## src/verilog/tpu_pkg.sv

```systemverilog
// constants, field layouts and bus carrier for the timing pattern unit
// Operation
// [RL1] sixteen dual-use port pins carry pattern outputs
// [RL2] software sets pin mode to pattern first
// [RL3] two 16-bit pin function registers, reset zero
// [RL4] 16-bit port output data register, reset zero
// [RL5] enabled output bits ignore software writes
// [RL6] next data A feeds pins 7-0
// [RL7] next data B feeds pins 15-8
// [RL8] next data A resets zero, standby keeps
// [RL9] next data B resets zero, standby keeps
// [RL10] A shared trigger: one byte, other reserved
// [RL11] A split triggers: nibble per address
// [RL12] B shared trigger: one byte, other reserved
// [RL13] B split triggers: nibble per address
// [RL14] software writes ones to reserved bits
// [RL15] enable bits gate each bit's transfer
// [RL16] per-group trigger select, resets to channel 3
// [RL17] output updates one clock after match
package tpu_pkg;

	// =========================================================
	// register offsets
	localparam logic [27:0] TPU_OFS_PORT_OUT = 28'h5ffffc2;
	localparam logic [27:0] TPU_OFS_PIN_FUNC_UPPER = 28'h5ffffcc;
	localparam logic [27:0] TPU_OFS_PIN_FUNC_LOWER = 28'h5ffffce;
	localparam logic [27:0] TPU_OFS_TRIG_SEL = 28'h5fffff1;
	localparam logic [27:0] TPU_OFS_NEXT_EN_B = 28'h5fffff2;
	localparam logic [27:0] TPU_OFS_NEXT_EN_A = 28'h5fffff3;
	localparam logic [27:0] TPU_OFS_NEXT_B_HIGH = 28'h5fffff4;
	localparam logic [27:0] TPU_OFS_NEXT_A_HIGH = 28'h5fffff5;
	localparam logic [27:0] TPU_OFS_NEXT_B_LOW = 28'h5fffff6;
	localparam logic [27:0] TPU_OFS_NEXT_A_LOW = 28'h5fffff7;
	// middle address bits are not decoded
	localparam logic [27:0] TPU_ADDR_MASK = 28'hf0001ff;

	// =========================================================
	// reset values
	localparam logic [15:0] TPU_RST_PIN_FUNC = 16'h0000;
	localparam logic [15:0] TPU_RST_PORT_OUT = 16'h0000;
	localparam logic [7:0] TPU_RST_NEXT_DATA = 8'h00;
	localparam logic [7:0] TPU_RST_NEXT_EN = 8'h00;
	localparam logic [7:0] TPU_RST_TRIG_SEL = 8'hff;
	localparam logic [15:0] TPU_RST_RDATA = 16'h0000;

	// =========================================================
	// fields and encodings
	localparam int TPU_GROUPS = 4;
	localparam int TPU_GRP_W = 4;
	localparam int TPU_SEL_W = 2;
	localparam int TPU_PINS = 16;
	localparam logic [1:0] TPU_MODE_PATTERN = 2'b01;
	localparam logic [7:0] TPU_RSV_BYTE = 8'hff;
	localparam logic [3:0] TPU_RSV_NIB = 4'hf;
	localparam logic [7:0] TPU_BYTE_PAD = 8'h00;
	localparam logic [15:0] TPU_UNMAPPED = 16'h0000;
	// clock edges from a match pulse to the updated output
	localparam int TPU_XFER_LAT = 1;

	typedef struct packed {
		logic [27:0] addr;
		logic [15:0] wdata;
		logic wr;
		logic rd;
	} tpu_bus_req_t;

endpackage
```

## src/verilog/tpu_group_xfer.sv

```systemverilog
// one 4-bit output group: trigger selection and gated transfer
`timescale 1ns/1ps
module tpu_group_xfer
	import tpu_pkg::*;
(
	input wire logic [1:0] sel_i,
	input wire logic [3:0] cmp_match_i,
	input wire logic [3:0] enable_i,
	input wire logic [3:0] next_i,
	input wire logic [3:0] cur_i,
	output logic fire_o,
	output logic [3:0] out_o
);

	// =========================================================
	// trigger and transfer
	always_comb begin
		fire_o = cmp_match_i[sel_i]; // RL16
		if (fire_o) begin
			out_o = (next_i & enable_i) | (cur_i & ~enable_i); // RL15
		end else begin
			out_o = cur_i;
		end
	end

endmodule

```

## src/verilog/tpu_pattern_out.sv

```systemverilog
// timing pattern unit: next data registers, port output data and pins
`timescale 1ns/1ps
module tpu_pattern_out
	import tpu_pkg::*;
(
	input wire logic clk_i,
	input wire logic rst_n_i,
	input wire tpu_bus_req_t bus_i,
	output logic [15:0] rdata_o,
	input wire logic [3:0] cmp_match_i,
	output logic [15:0] pins_o,
	output logic [15:0] pins_oe_n_o
);

	// =========================================================
	// registers
	logic [15:0] pfu_reg;
	logic [15:0] pfu_next;
	logic [15:0] pfl_reg;
	logic [15:0] pfl_next;
	logic [15:0] pod_reg;
	logic [15:0] pod_next;
	logic [7:0] trig_reg;
	logic [7:0] trig_next;
	logic [7:0] nea_reg;
	logic [7:0] nea_next;
	logic [7:0] neb_reg;
	logic [7:0] neb_next;
	logic [7:0] nda_reg;
	logic [7:0] nda_next;
	logic [7:0] ndb_reg;
	logic [7:0] ndb_next;
	logic [15:0] rdata_reg;
	logic [15:0] rdata_next;
	logic [15:0] oe_n_reg;
	logic [15:0] oe_n_next;

	logic [15:0] en16;
	logic [15:0] nd16;
	logic [15:0] pod_wr;
	logic [15:0] pod_xfer;
	logic [3:0] fire;
	logic [31:0] mode32;
	logic same_a;
	logic same_b;

	// =========================================================
	// address decode
	function automatic logic hit(input logic [27:0] addr, input logic [27:0] ofs);
		hit = (addr & TPU_ADDR_MASK) == (ofs & TPU_ADDR_MASK);
	endfunction

	logic h_pfu;
	logic h_pfl;
	logic h_pod;
	logic h_trig;
	logic h_nea;
	logic h_neb;
	logic h_bh;
	logic h_ah;
	logic h_bl;
	logic h_al;

	assign h_pfu = hit(bus_i.addr, TPU_OFS_PIN_FUNC_UPPER);
	assign h_pfl = hit(bus_i.addr, TPU_OFS_PIN_FUNC_LOWER);
	assign h_pod = hit(bus_i.addr, TPU_OFS_PORT_OUT);
	assign h_trig = hit(bus_i.addr, TPU_OFS_TRIG_SEL);
	assign h_nea = hit(bus_i.addr, TPU_OFS_NEXT_EN_A);
	assign h_neb = hit(bus_i.addr, TPU_OFS_NEXT_EN_B);
	assign h_bh = hit(bus_i.addr, TPU_OFS_NEXT_B_HIGH);
	assign h_ah = hit(bus_i.addr, TPU_OFS_NEXT_A_HIGH);
	assign h_bl = hit(bus_i.addr, TPU_OFS_NEXT_B_LOW);
	assign h_al = hit(bus_i.addr, TPU_OFS_NEXT_A_LOW);

	// pair layout follows the live trigger selection
	assign same_a = trig_reg[3:2] == trig_reg[1:0];
	assign same_b = trig_reg[7:6] == trig_reg[5:4];

	assign en16 = {neb_reg, nea_reg};
	assign nd16 = {ndb_reg, nda_reg};
	assign mode32 = {pfu_reg, pfl_reg};

	// =========================================================
	// pin function and trigger select
	always_comb begin
		pfu_next = pfu_reg;
		pfl_next = pfl_reg;
		trig_next = trig_reg;
		nea_next = nea_reg;
		neb_next = neb_reg;
		if (bus_i.wr && h_pfu) begin
			pfu_next = bus_i.wdata; // RL3
		end
		if (bus_i.wr && h_pfl) begin
			pfl_next = bus_i.wdata; // RL3
		end
		if (bus_i.wr && h_trig) begin
			trig_next = bus_i.wdata[7:0]; // RL16
		end
		if (bus_i.wr && h_nea) begin
			nea_next = bus_i.wdata[7:0]; // RL15
		end
		if (bus_i.wr && h_neb) begin
			neb_next = bus_i.wdata[7:0]; // RL15
		end
	end

	always_ff @(posedge clk_i) begin
		if (!rst_n_i) begin
			pfu_reg <= TPU_RST_PIN_FUNC; // RL3
			pfl_reg <= TPU_RST_PIN_FUNC; // RL3
		end else begin
			pfu_reg <= pfu_next;
			pfl_reg <= pfl_next;
		end
	end

	always_ff @(posedge clk_i) begin
		if (!rst_n_i) begin
			trig_reg <= TPU_RST_TRIG_SEL; // RL16
			nea_reg <= TPU_RST_NEXT_EN;
			neb_reg <= TPU_RST_NEXT_EN;
		end else begin
			trig_reg <= trig_next;
			nea_reg <= nea_next;
			neb_reg <= neb_next;
		end
	end

	// =========================================================
	// next data registers
	// writes to reserved nibbles are dropped, so written ones never land
	always_comb begin
		nda_next = nda_reg;
		if (bus_i.wr && h_ah) begin
			if (same_a) begin
				nda_next = bus_i.wdata[7:0]; // RL10
			end else begin
				nda_next[7:4] = bus_i.wdata[7:4]; // RL11 RL14
			end
		end
		if (bus_i.wr && h_al && !same_a) begin
			nda_next[3:0] = bus_i.wdata[3:0]; // RL11
		end
	end

	always_comb begin
		ndb_next = ndb_reg;
		if (bus_i.wr && h_bh) begin
			if (same_b) begin
				ndb_next = bus_i.wdata[7:0]; // RL12
			end else begin
				ndb_next[7:4] = bus_i.wdata[7:4]; // RL13 RL14
			end
		end
		if (bus_i.wr && h_bl && !same_b) begin
			ndb_next[3:0] = bus_i.wdata[3:0]; // RL13
		end
	end

	// only reset clears these; no low-power entry touches them
	always_ff @(posedge clk_i) begin
		if (!rst_n_i) begin
			nda_reg <= TPU_RST_NEXT_DATA; // RL8
			ndb_reg <= TPU_RST_NEXT_DATA; // RL9
		end else begin
			nda_reg <= nda_next;
			ndb_reg <= ndb_next;
		end
	end

	// =========================================================
	// port output data: software write, then group transfers
	always_comb begin
		pod_wr = pod_reg;
		if (bus_i.wr && h_pod) begin
			pod_wr = (pod_reg & en16) | (bus_i.wdata & ~en16); // RL5
		end
	end

	// write and transfer touch disjoint bits, so neither is lost
	genvar g;
	generate
		for (g = 0; g < TPU_GROUPS; g++) begin : g_grp
			tpu_group_xfer u_xfer (
				.sel_i(trig_reg[g*TPU_SEL_W +: TPU_SEL_W]),
				.cmp_match_i(cmp_match_i),
				.enable_i(en16[g*TPU_GRP_W +: TPU_GRP_W]),
				.next_i(nd16[g*TPU_GRP_W +: TPU_GRP_W]),
				.cur_i(pod_wr[g*TPU_GRP_W +: TPU_GRP_W]),
				.fire_o(fire[g]),
				.out_o(pod_xfer[g*TPU_GRP_W +: TPU_GRP_W]) // RL6 RL7
			);
		end
	endgenerate

	assign pod_next = pod_xfer;

	always_ff @(posedge clk_i) begin
		if (!rst_n_i) begin
			pod_reg <= TPU_RST_PORT_OUT; // RL4
		end else begin
			pod_reg <= pod_next; // RL17
		end
	end

	// =========================================================
	// pin drive
	// pins are only driven once software picked the pattern mode
	genvar p;
	generate
		for (p = 0; p < TPU_PINS; p++) begin : g_pin
			assign oe_n_next[p] = mode32[p*2 +: 2] != TPU_MODE_PATTERN; // RL1 RL2
		end
	endgenerate

	always_ff @(posedge clk_i) begin
		if (!rst_n_i) begin
			oe_n_reg <= '1;
		end else begin
			oe_n_reg <= oe_n_next; // RL1
		end
	end

	// =========================================================
	// read data, one cycle after the strobe
	always_comb begin
		rdata_next = TPU_UNMAPPED;
		if (bus_i.rd) begin
			if (h_pfu) begin
				rdata_next = pfu_reg;
			end else if (h_pfl) begin
				rdata_next = pfl_reg;
			end else if (h_pod) begin
				rdata_next = pod_reg; // RL4
			end else if (h_trig) begin
				rdata_next = {TPU_BYTE_PAD, trig_reg};
			end else if (h_nea) begin
				rdata_next = {TPU_BYTE_PAD, nea_reg};
			end else if (h_neb) begin
				rdata_next = {TPU_BYTE_PAD, neb_reg};
			end else if (h_ah) begin
				rdata_next = {TPU_BYTE_PAD, same_a ? nda_reg : {nda_reg[7:4], TPU_RSV_NIB}}; // RL10 RL11
			end else if (h_al) begin
				rdata_next = {TPU_BYTE_PAD, same_a ? TPU_RSV_BYTE : {TPU_RSV_NIB, nda_reg[3:0]}}; // RL10 RL11
			end else if (h_bh) begin
				rdata_next = {TPU_BYTE_PAD, same_b ? ndb_reg : {ndb_reg[7:4], TPU_RSV_NIB}}; // RL12 RL13
			end else if (h_bl) begin
				rdata_next = {TPU_BYTE_PAD, same_b ? TPU_RSV_BYTE : {TPU_RSV_NIB, ndb_reg[3:0]}}; // RL12 RL13
			end
		end
	end

	always_ff @(posedge clk_i) begin
		if (!rst_n_i) begin
			rdata_reg <= TPU_RST_RDATA;
		end else begin
			rdata_reg <= rdata_next;
		end
	end

	assign rdata_o = rdata_reg;
	assign pins_o = pod_reg;
	assign pins_oe_n_o = oe_n_reg;

	// =========================================================
	// assertions
	property p_pin_mode; // RL3
		@(posedge clk_i) disable iff (!rst_n_i)
		bus_i.wr && h_pfu |=> pfu_reg == $past(bus_i.wdata);
	endproperty
	a_pin_mode: assert property (p_pin_mode) else $error("pin function write not stored"); // RL3

	property p_oe_follows_mode; // RL1
		@(posedge clk_i) disable iff (!rst_n_i)
		(pfl_reg[1:0] == TPU_MODE_PATTERN) ##1 (pfl_reg[1:0] == TPU_MODE_PATTERN) |-> !pins_oe_n_o[0];
	endproperty
	a_oe_follows_mode: assert property (p_oe_follows_mode) else $error("pattern pin 0 not driven"); // RL1

	property p_ro_bits; // RL5
		@(posedge clk_i) disable iff (!rst_n_i)
		bus_i.wr && h_pod && cmp_match_i == 4'h0 |=> ((pod_reg ^ $past(pod_reg)) & $past(en16)) == 16'h0000;
	endproperty
	a_ro_bits: assert property (p_ro_bits) else $error("enabled output bit changed by software"); // RL5

	property p_xfer_a; // RL6
		@(posedge clk_i) disable iff (!rst_n_i)
		cmp_match_i[trig_reg[1:0]] |=> (pins_o[3:0] & $past(nea_reg[3:0])) == ($past(nda_reg[3:0]) & $past(nea_reg[3:0]));
	endproperty
	a_xfer_a: assert property (p_xfer_a) else $error("group 0 transfer wrong"); // RL6

	property p_xfer_b; // RL7
		@(posedge clk_i) disable iff (!rst_n_i)
		cmp_match_i[trig_reg[7:6]] |=> (pins_o[15:12] & $past(neb_reg[7:4])) == ($past(ndb_reg[7:4]) & $past(neb_reg[7:4]));
	endproperty
	a_xfer_b: assert property (p_xfer_b) else $error("group 3 transfer wrong"); // RL7

	property p_disabled_hold; // RL15
		@(posedge clk_i) disable iff (!rst_n_i)
		!(bus_i.wr && h_pod) |=> ((pod_reg ^ $past(pod_reg)) & ~$past(en16)) == 16'h0000;
	endproperty
	a_disabled_hold: assert property (p_disabled_hold) else $error("disabled bit took a transfer"); // RL15

	property p_no_match_hold; // RL17
		@(posedge clk_i) disable iff (!rst_n_i)
		cmp_match_i == 4'h0 && !(bus_i.wr && h_pod) |=> $stable(pins_o);
	endproperty
	a_no_match_hold: assert property (p_no_match_hold) else $error("output moved without match"); // RL17

	property p_rsv_a; // RL10
		@(posedge clk_i) disable iff (!rst_n_i)
		bus_i.rd && h_al && same_a |=> rdata_o == 16'h00ff;
	endproperty
	a_rsv_a: assert property (p_rsv_a) else $error("reserved byte of A not all ones"); // RL10

	property p_nib_b; // RL13
		@(posedge clk_i) disable iff (!rst_n_i)
		bus_i.rd && h_bh && !same_b |=> rdata_o[3:0] == 4'hf && rdata_o[7:4] == $past(ndb_reg[7:4]);
	endproperty
	a_nib_b: assert property (p_nib_b) else $error("split B upper address wrong"); // RL13

	property p_nd_stable; // RL8
		@(posedge clk_i) disable iff (!rst_n_i)
		!(bus_i.wr && (h_ah || h_al)) |=> $stable(nda_reg);
	endproperty
	a_nd_stable: assert property (p_nd_stable) else $error("next data A changed without write"); // RL8

	property p_split_write_a; // RL11
		@(posedge clk_i) disable iff (!rst_n_i)
		bus_i.wr && h_al && !same_a |=> nda_reg[3:0] == $past(bus_i.wdata[3:0]) && $stable(nda_reg[7:4]);
	endproperty
	a_split_write_a: assert property (p_split_write_a) else $error("group 0 nibble write wrong"); // RL11

	property p_xfer_g1;
		@(posedge clk_i) disable iff (!rst_n_i)
		fire[1] |=> (pins_o[7:4] & $past(nea_reg[7:4])) == ($past(nda_reg[7:4]) & $past(nea_reg[7:4]));
	endproperty
	a_xfer_g1: assert property (p_xfer_g1) else $error("group 1 transfer wrong"); // RL6

	property p_xfer_g2;
		@(posedge clk_i) disable iff (!rst_n_i)
		fire[2] |=> (pins_o[11:8] & $past(neb_reg[3:0])) == ($past(ndb_reg[3:0]) & $past(neb_reg[3:0]));
	endproperty
	a_xfer_g2: assert property (p_xfer_g2) else $error("group 2 transfer wrong"); // RL7

endmodule

```

## config.mk

```make
export PLATFORM = sky130hd
export DESIGN_NAME = tpu_pattern_out
export DESIGN_NICKNAME = d
export VERILOG_FILES = /design/src/verilog/tpu_pkg.sv /design/src/verilog/tpu_group_xfer.sv /design/src/verilog/tpu_pattern_out.sv
export SDC_FILE = /design/constraint.sdc
export NUM_CORES = 1
export LEC_CHECK = 0
export ABC_AREA = 1
export BUFFER_PORTS_ARGS = -buffer_cell sky130_fd_sc_hd__buf_2
export CELL_PAD_IN_SITES_DETAIL_PLACEMENT = 1
export CELL_PAD_IN_SITES_GLOBAL_PLACEMENT = 2
export CORE_MARGIN = 3
export CORE_UTILIZATION = 33
export CTS_CLUSTER_DIAMETER = 100
export CTS_CLUSTER_SIZE = 40
export DETAILED_ROUTE_END_ITERATION = 8
export PLACE_DENSITY_LB_ADDON = 0.1
export SYNTH_ARGS = -nofsm -noshare
export SYNTH_HDL_FRONTEND = slang
export SYNTH_SLANG_ARGS = --single-unit
```

## constraint.sdc

```tcl
create_clock -name clk_i -period 4.2 [get_ports clk_i]
set_clock_uncertainty 0.15 [all_clocks]
set_input_delay 0.63 -clock clk_i [delete_from_list [all_inputs] [get_ports clk_i]]
set_output_delay 0.63 -clock clk_i [all_outputs]
set_load 0.005 [all_outputs]
```

### Word level (Yosys, flattened, before mapping)

Cells that the tools add are included.

* output and inout port bits: 48
* bits in registers: 120

* reduce and logical (&&, ||, !) cells: 21
* multiplexer cells: 33
* $lt $le $gt $ge: 4
* bitwise gates (word level): 20
* eq/ne operators: 28

Operator list (count)
* 13-bit by 12-bit equality test with 1-bit output, second input constant: 10
* 16-bit two-way mux: 4
* 4-bit two-way mux: 14
* 8-bit two-way mux: 7
* 16-bit bitwise AND: 2
* 4-bit bitwise AND: 8
* 2-bit by 1-bit inequality test with 1-bit output, second input constant: 16
* 16-bit inverter: 1
* 4-bit inverter: 4
* 16-bit bitwise OR: 1
* 4-bit bitwise OR: 4
* 1-bit logical AND: 12
* 2-bit by 3-bit less-than comparator with 1-bit output, second input constant: 4
* 1-bit binary-select mux with 2-bit select: 4
* 2-bit nonzero test: 4
* 2-bit AND reduction: 3
* 2-bit equality test: 2
* 1-bit two-way mux: 4
* 1-bit zero test: 2

### Logic depth before layout (Yosys ltp)

Gate-level depths: netlist of the first run.

* word-level depth: 12
* gate-level depth with buffers: 16
* gate-level depth less buffers: 16

### Cells and area by module

Synthesis of the first run repeated with hierarchy kept, for this count alone.

* cells, all modules: 884
* area, all modules: 6200.9 µm²

By module, submodules not included
* tpu_pattern_out: instances 1, cells each 748, seq. area each 2402.3 µm², area each 5560.3 µm²
* tpu_group_xfer: instances 4, cells each 34, seq. area each 0.0 µm², area each 160.2 µm²

### Worst setup path before layout of the first run

No wires, ideal clock.

* path type: input to register
* start: input port bus_i[45] (netlist bit)
* end: register pod_reg[9] (netlist: pins_o[9])
* stages: 9
* arrival: 1906 ps
* data required time: 3937 ps
* path slack: 2031 ps
* path buffers: 0
* cells stage by stage: inv_1 nand3_1 nor2_4 inv_2 nor4_4 nand2_1 mux2_1 o21ai_1 inv_1

* longest elaborated chain between the ends: 6

RTL lines
* start: declaration: line tpu_pattern_out.sv:8 `input wire tpu_bus_req_t bus_i,`
* 13-bit by 12-bit equality test with 1-bit output (*): line tpu_pattern_out.sv:50 `hit = (addr & TPU_ADDR_MASK) == (ofs & TPU_ADDR_MASK);`
* 1-bit logical AND (*): line tpu_pattern_out.sv:176 `if (bus_i.wr && h_pod) begin`
* 16-bit two-way mux (*): line tpu_pattern_out.sv:176
* 4-bit bitwise AND: line tpu_group_xfer.sv:20 `out_o = (next_i & enable_i) | (cur_i & ~enable_i);`
* 4-bit bitwise OR: line tpu_group_xfer.sv:20
* 4-bit two-way mux (*): line tpu_group_xfer.sv:19 `if (fire_o) begin`
* end signal: assignment: line tpu_pattern_out.sv:203 `pod_reg <= pod_next;`
* end: declaration: line tpu_pattern_out.sv:21 `logic [15:0] pod_reg;`

Mark *: on every way between the ends. The rest lies on a longest branch, timed or not.
A chain may end at the register's enable or synchronous reset.

### Worst setup path after layout of the first run

* start: input port bus_i[45] (netlist bit)
* end: register pfu_reg[7]

* longest elaborated chain between the ends: 2

RTL lines
* 13-bit by 12-bit equality test with 1-bit output: line tpu_pattern_out.sv:50
* 1-bit logical AND: line tpu_pattern_out.sv:91 `if (bus_i.wr && h_pfu) begin`
* end signal: assignment: line tpu_pattern_out.sv:113 `pfu_reg <= pfu_next;`
* end: declaration: line tpu_pattern_out.sv:17 `logic [15:0] pfu_reg;`

No other way between the ends.

==> impl_metrics.sql, run 1 <==
INSERT INTO impl_metrics (metric_group, metric, value, unit) VALUES
('critical_path', 'critPathSlowestCell', 'nor2_4', ''),
('logic_synthesis', 'synthAdderAreaFrac', '0', ''),
('global_routing', 'grt.overflow.total', '0', ''),
('critical_path', 'number_of_cells_traversed_by_the_worst_register_to_register_path', '10', ''),
('drt', 'post-route-drc-count', '0', ''),
('power', 'total_power', '2.74', 'mW'),
('hold_path', 'hold-path-cell-count', '1', ''),
('clocking', 'cts.root.buffer_cell', 'clkbuf_16', ''),
('power', 'vdd_drop_max', '279', 'µV'),
('global_routing', 'global_route.usage.total', '0.219', ''),
('hold_path', 'hold_path.class', 'register to register', ''),
('timing', 'finalHoldViolCount', '0', ''),
('logic_synthesis', 'syn_inst', '789', ''),
('critical_path', 'data_arrival_at_the_endpoint_of_the_critical_path', '2.95', 'ns'),
('critical_path', 'critPathLaunchType', 'primary input', ''),
('finish', 'final_cells', '1105', ''),
('hold_path', 'min_delay_endpoint', 'pins_oe_n_o[13]$_SDFF_PN1_', ''),
('logic_synthesis', 'synth_area_per_cell', '7.06', 'µm²'),
('global_routing', 'wire_length_of_the_first_global_routing_pass', '30.8', 'mm'),
('global_routing', 'number_of_antenna_violations_at_the_first_check_in_global_routing', '0', ''),
('logic_synthesis', 'synth_commonest_cells', 'nand2_1 (152), dfxtp_1 (120), inv_1 (120)', ''),
('logic_synthesis', 'count_of_yosys_warnings_during_synthesis', '0', ''),
('critical_path', 'cp_max_fo', '19', ''),
('drt', 'routed-via-count', '5535', ''),
('place', 'detailedPlace.worstSlack', '0.971', 'ns'),
('finish', 'fin_area', '6810', 'µm²'),
('logic_synthesis', 'synth-simple-area-share', '0.237', ''),
('job', 'cap_violations', '0', ''),
('timing', 'setup_violations', '0', ''),
('critical_path', 'timing.critical_path.required', '4.32', 'ns'),
('logic_synthesis', 'post-synth-top-count-cell', 'nand2_1', ''),
('critical_path', 'path_class', 'primary input to register', ''),
('floorplanning', 'die_width', '136', 'µm'),
('critical_path', 'crit_path_cell_trace', 'buf_2, inv_1, nand3_1, nor2_4, inv_2, nor3_4, inv_2, nor2_4, inv_2, nor2_1, a211oi_1', ''),
('logic_synthesis', 'postSynthNetCount', '841', ''),
('timing', 'tns', '0', 'ns'),
('critical_path', 'worstReg2RegStart', 'trig_reg[4]$_SDFFE_PN1P_', ''),
('logic_synthesis', 'synth_compound_gate_area_share', '0.215', ''),
('clocking', 'clkTransAtPathRegs', '0.06', 'ns'),
('logic_synthesis', 'synth_top_family_by_area', 'simple AND/OR/NAND/NOR gates', ''),
('critical_path', 'critPathCaptureType', 'register', ''),
('timing', 'setup_repair_after_global_routing_missed_its_margin', 'false', ''),
('clocking', 'cts-root-to-sink-buffers', '2', ''),
('logic_synthesis', 'portion_of_netlist_area_occupied_by_mux_cells', '0.00606', ''),
('global_routing', 'grt_pass1_vias', '5682', ''),
('timing', 'final_min_period_over_clock_period', '0.673', ''),
('drt', 'drt-vias-per-instance', '5.01', ''),
('logic_synthesis', 'synth-seq-area-share', '0.431', ''),
('floorplanning', 'boundaryPins', '100', ''),
('timing', 'worst_slew_pin_slew', '0.745', 'ns'),
('critical_path', 'worst_case_register_to_register_setup_slack', '2.19', 'ns'),
('run_status', 'outcome', 'completed', ''),
('drt', 'post_drt_wl_per_cell', '17.6', 'µm'),
('logic_synthesis', 'mappedNetlistArea', '5570', 'µm²'),
('timing', 'period_needed', '2.83', 'ns'),
('drt', 'route.final.wire_length', '19.4', 'mm'),
('finish', 'n_fill_cell', '2087', ''),
('timing', 'timing_max_transition_violations_final', '0', ''),
('logic_synthesis', 'synthXorXnorAreaFrac', '0.00471', ''),
('place', 'placed_area', '6200', 'µm²'),
('critical_path', 'critical-path-max-stage-delay', '0.47', 'ns'),
('place', 'globalplace.congestion', '0.878', ''),
('clocking', 'post_cts_setup_buffer_count', '0', ''),
('floorplanning', 'dieArea', '18500', 'µm²'),
('finish', 'layout.nets', '928', ''),
('floorplanning', 'initial_utilization', '0.343', ''),
('clocking', 'cts_tree', 'built', ''),
('drt', 'antenna_left', '0', ''),
('hold_path', 'worstHoldStart', 'pfu_reg[10]$_SDFFE_PN0P_', ''),
('logic_synthesis', 'synth_cell_type_count', '36', ''),
('floorplanning', 'fp-row-count', '46', '');
[layout by cell type (no fill, tap or decap), types with 3 or more instances in the layout]
| master | synthesis | final |
|---|---|---|
| a211oi_1 | 14 | 14 |
| a221oi_1 | 4 | 4 |
| a32o_1 | 3 | 3 |
| a21oi_1 | 86 | 86 |
| buf_4 | 1 | 6 |
| xnor2_1 | 3 | 3 |
| dfxtp_1 | 120 | 120 |
| o21ai_1 | 5 | 5 |
| clkinvlp_4 | 0 | 3 |
| o211ai_1 | 8 | 8 |
| clkbuf_16 | 0 | 17 |
| nor2_4 | 5 | 5 |
| inv_1 | 120 | 120 |
| clkinv_2 | 0 | 4 |
| mux2_1 | 3 | 3 |
| nor2_1 | 73 | 73 |
| inv_2 | 5 | 5 |
| nand2_1 | 152 | 152 |
| nor3_1 | 4 | 4 |
| buf_2 | 3 | 84 |
| nand4_1 | 10 | 10 |
| nand3_1 | 40 | 40 |
| bufinv_16 | 0 | 3 |
| o21ai_0 | 93 | 93 |
[kinds of logic after synthesis]
group | count (synthesis)
AO/OA/AOI/OAI | 219
buffers and inverters | 148
XOR/XNOR | 3
flip-flops | 120
AND/OR/NAND/NOR | 296
multiplexers | 3
[power breakdown]
| group | switching [mW] | internal (mW) |
|---|---|---|
| registers | 0.0000823 | 1.14 |
| logic | 0.0722 | 0.0272 |
| clock network | 0.538 | 0.961 |
| total | 0.610 | 2.13 |
[routing by layer]
metal | vias to the layer above | track usage | wire length [µm]
met1 | 2614 | 0.278 | 8640
met3 | 35 | 0.0566 | 946
li1 | 2775 | - | -
met5 | - | 0 | 0
met2 | 111 | 0.363 | 9300
met4 | 0 | 0.0717 | 514
[how the worst max path moves through the flow]
stage / startpoint / endpoint / slack, ns / cells after the start
finish: bus_i[45] / pfu_reg[7]$_SDFFE_PN0P_ / 1.37 / 11
global route: bus_i[45] / pfu_reg[15]$_SDFFE_PN0P_ / 1.12 / 10
CTS: bus_i[45] / pfu_reg[7]$_SDFFE_PN0P_ / 1.41 / 11
detailed placement: bus_i[45] / pfu_reg[11]$_SDFFE_PN0P_ / 0.97 / 10
global placement: bus_i[45] / pfu_reg[7]$_SDFFE_PN0P_ / 1.06 / 11
floorplan: bus_i[45] / pins_o[9]$_SDFF_PN0_ / 2.03 / 9
[final cells by class]
type | instances | area, µm² | share of cell area
Inverter | 126 | 487 | 0.0715
Tap cell | 216 | 270 | 0.0397
Clock buffer | 20 | 457 | 0.0670
Timing Repair Buffer | 90 | 465 | 0.0683
Clock inverter | 12 | 150 | 0.0220
Multi-Input combinational cell | 521 | 2580 | 0.379
Sequential cell | 120 | 2400 | 0.353
No activity file was read; power rests on OpenSTA's default activity.
==> run 2: changes to the inputs <==
CORE_UTILIZATION = 31   (was 33)
clock period = 2.7 ns   (was 4.2 ns; I/O delays follow)
==> run 2 against run 1 <==
Compared with the run above:
- hold slack worse by 0.16 ns
- cell count up 1.8%
- first-iteration DRC count grew 12%
- clock power grew 63%
- count of clock-buffer cells in the layout increased by 1
- die area up 6.2%
- sequential cell count unchanged
- wire length rose by 6.4%
- critical path type unchanged
- critical endpoint is now ndb_reg[2]$_SDFFE_PN0P_
==> impl_metrics.sql, run 2 (synthesis results as in run 1) <==
INSERT INTO impl_metrics (metric_group, metric, value, unit) VALUES
('run_status', 'outcome', 'completed', ''),
('global_routing', 'gr-usage-met3', '0.0471', ''),
('critical_path', 'timing.critical_path.required', '2.82', 'ns'),
('job', 'cap_violations', '0', ''),
('floorplanning', 'fp.coreArea', '17500', 'µm²'),
('global_routing', 'number_of_antenna_violations_at_the_first_check_in_global_routing', '0', ''),
('global_routing', 'grt.overflow.total', '0', ''),
('floorplanning', 'initial_utilization', '0.319', ''),
('critical_path', 'number_of_cells_traversed_by_the_worst_register_to_register_path', '13', ''),
('global_routing', 'grt_pass1_vias', '5996', ''),
('critical_path', 'data_arrival_at_the_endpoint_of_the_critical_path', '2.16', 'ns'),
('timing', 'setup_repair_after_global_routing_missed_its_margin', 'false', ''),
('drt', 'post_drt_wl_per_cell', '18.4', 'µm'),
('critical_path', 'worstReg2RegStart', 'trig_reg[5]$_SDFFE_PN1P_', ''),
('global_routing', 'globalRouteMet2Util', '0.365', ''),
('timing', 'achievable-frequency', '491', 'MHz'),
('place', 'hpwl', '15.5', 'mm'),
('power', 'vdd_drop_max', '480', 'µV'),
('drt', 'antenna_left', '0', ''),
('clocking', 'cts.root.buffer_cell', 'clkbuf_16', ''),
('clocking', 'ctsHtreeMaxLevel', '4', ''),
('clocking', 'post_cts_resized', '0', ''),
('clocking', 'post_cts_setup_buffer_count', '0', ''),
('global_routing', 'pin_count_of_the_biggest_net_entering_global_routing', '62', ''),
('floorplanning', 'dieHeight', '140', 'µm'),
('hold_path', 'min_delay_endpoint', 'pfu_reg[8]$_SDFFE_PN0P_', ''),
('drt', 'drt-vias-per-instance', '5.02', ''),
('finish', 'antennaDiodeCount', '0', ''),
('critical_path', 'worst_case_register_to_register_setup_slack', '0.67', 'ns'),
('global_routing', 'global_route.usage.total', '0.216', ''),
('drt', 'drt_pass1_iterations', '4', ''),
('critical_path', 'path_class', 'primary input to register', ''),
('clocking', 'cts_tree', 'built', ''),
('hold_path', 'hold_path.class', 'primary input to register', ''),
('clocking', 'clk_sinks', '120', ''),
('timing', 'tns', '0', 'ns'),
('hold_path', 'worstHoldStart', 'bus_i[10]', ''),
('timing', 'worst_slew_pin_slew', '0.638', 'ns'),
('drt', 'first_iter_violations', '306', ''),
('finish', 'layout.nets', '939', ''),
('floorplanning', 'boundaryPins', '100', ''),
('timing', 'setup_violations', '0', ''),
('timing', 'slew_headroom', '0.574', ''),
('timing', 'final_min_period_over_clock_period', '0.755', ''),
('clocking', 'cts_hold_repair.buffers', '0', ''),
('finish', 'layout_common_cells', 'nand2_1 (152), inv_1 (120), dfxtp_1 (120)', ''),
('finish', 'n_fill_cell', '2237', ''),
('hold_path', 'hold-path-cell-count', '3', ''),
('drt', 'post-route-drc-count', '0', ''),
('place', 'port_buffers', '84', ''),
('floorplanning', 'fp-row-count', '48', ''),
('critical_path', 'cp_max_fo', '11', ''),
('timing', 'timing_max_transition_violations_final', '0', ''),
('global_routing', 'wire_length_of_the_first_global_routing_pass', '33.1', 'mm'),
('timing', 'whs', '0.111', 'ns'),
('critical_path', 'critPathCaptureType', 'register', ''),
('floorplanning', 'die_width', '140', 'µm'),
('global_routing', 'layer_with_the_highest_usage_after_global_routing', 'met2', ''),
('place', 'globalplace.congestion', '0.862', ''),
('timing', 'finalHoldViolCount', '0', ''),
('finish', 'share_of_cells_above_drive_strength_1', '0.168', ''),
('clocking', 'clk_latency', '0.42', 'ns'),
('power', 'p_leak', '3.03', 'nW'),
('clocking', 'cts-root-to-sink-buffers', '2', ''),
('timing', 'period_needed', '2.04', 'ns'),
('global_routing', 'met1_usage', '0.277', ''),
('finish', 'final_common_cell', 'nand2_1', ''),
('power', 'power.density_cell_area', '632', 'nW/µm²'),
('critical_path', 'critPathLaunchType', 'primary input', ''),
('clocking', 'clkTransAtPathRegs', '0.06', 'ns'),
('drt', 'route.final.wire_length', '20.6', 'mm'),
('floorplanning', 'dieArea', '19600', 'µm²'),
('critical_path', 'rr_endpoint', 'rdata_o[0]$_SDFF_PN0_', ''),
('finish', 'flow.area_growth_from_synthesis', '24.3', '%'),
('drt', 'routed-via-count', '5652', ''),
('clocking', 'cts_made_buffers', '17', '');
-- run 2: per-stage QoR --
stage               setup slack, ns  instance area (µm²)  power [mW]  instances   util
finish                        0.662                 6930        4.38       1125  0.396
global route                  0.404                 6930        4.52       1125  0.396
CTS                           0.652                 6930        4.41       1125  0.396
detailed placement            0.217                 6300        1.97       1093  0.360
global placement              0.281                 6300        1.97       1093  0.360
floorplan                     0.756                 5570        1.89        789      -
-- run 2: per-layer routing --
metal / vias up / part of all wire
met1: 2745 / 0.47
met3: 24 / 0.035
li1: 2787 / -
met4: 0 / 0.020
met5: - / 0
met2: 96 / 0.48
-- run 2: worst max path at each step --
stage / from / endpoint / slack, ns / cells past startpoint
final: bus_i[45] / ndb_reg[2]$_SDFFE_PN0P_ / 0.66 / 11
after global routing: bus_i[45] / ndb_reg[0]$_SDFFE_PN0P_ / 0.40 / 11
after CTS: bus_i[45] / ndb_reg[2]$_SDFFE_PN0P_ / 0.65 / 11
after detailed placement: bus_i[45] / ndb_reg[0]$_SDFFE_PN0P_ / 0.22 / 11
after global placement: bus_i[45] / ndb_reg[2]$_SDFFE_PN0P_ / 0.28 / 11
after floorplan: bus_i[45] / pins_o[9]$_SDFF_PN0_ / 0.76 / 9
-- run 2: final cells by class --
| cell class | count | area (µm²) | area share |
|---|---|---|---|
| well taps | 225 | 282 | 0.0406 |
| flip-flops and latches | 120 | 2400 | 0.347 |
| inverters | 126 | 487 | 0.0702 |
| repair buffers | 101 | 548 | 0.0791 |
| clock buffers | 21 | 460 | 0.0664 |
| clock inverters | 11 | 170 | 0.0246 |
| multi-input cells | 521 | 2580 | 0.372 |
-- run 2: power by group --
part / leakage, nW / switching (mW) / internal (mW) / total, mW
registers: 0.967 / 0.000129 / 1.77 / 1.77
clock network: 0.300 / 0.852 / 1.59 / 2.45
logic: 1.77 / 0.115 / 0.0435 / 0.159
-- run 2: critical path, cell delays in order --
cell     delay [ns]
buf_2          0.10
inv_1          0.04
nand3_1        0.10
nor2_4         0.24
inv_2          0.17
nor2_2         0.30
inv_1          0.15
o21ai_1        0.13
o21ai_1        0.23
o21ai_0        0.23
a21oi_1        0.06
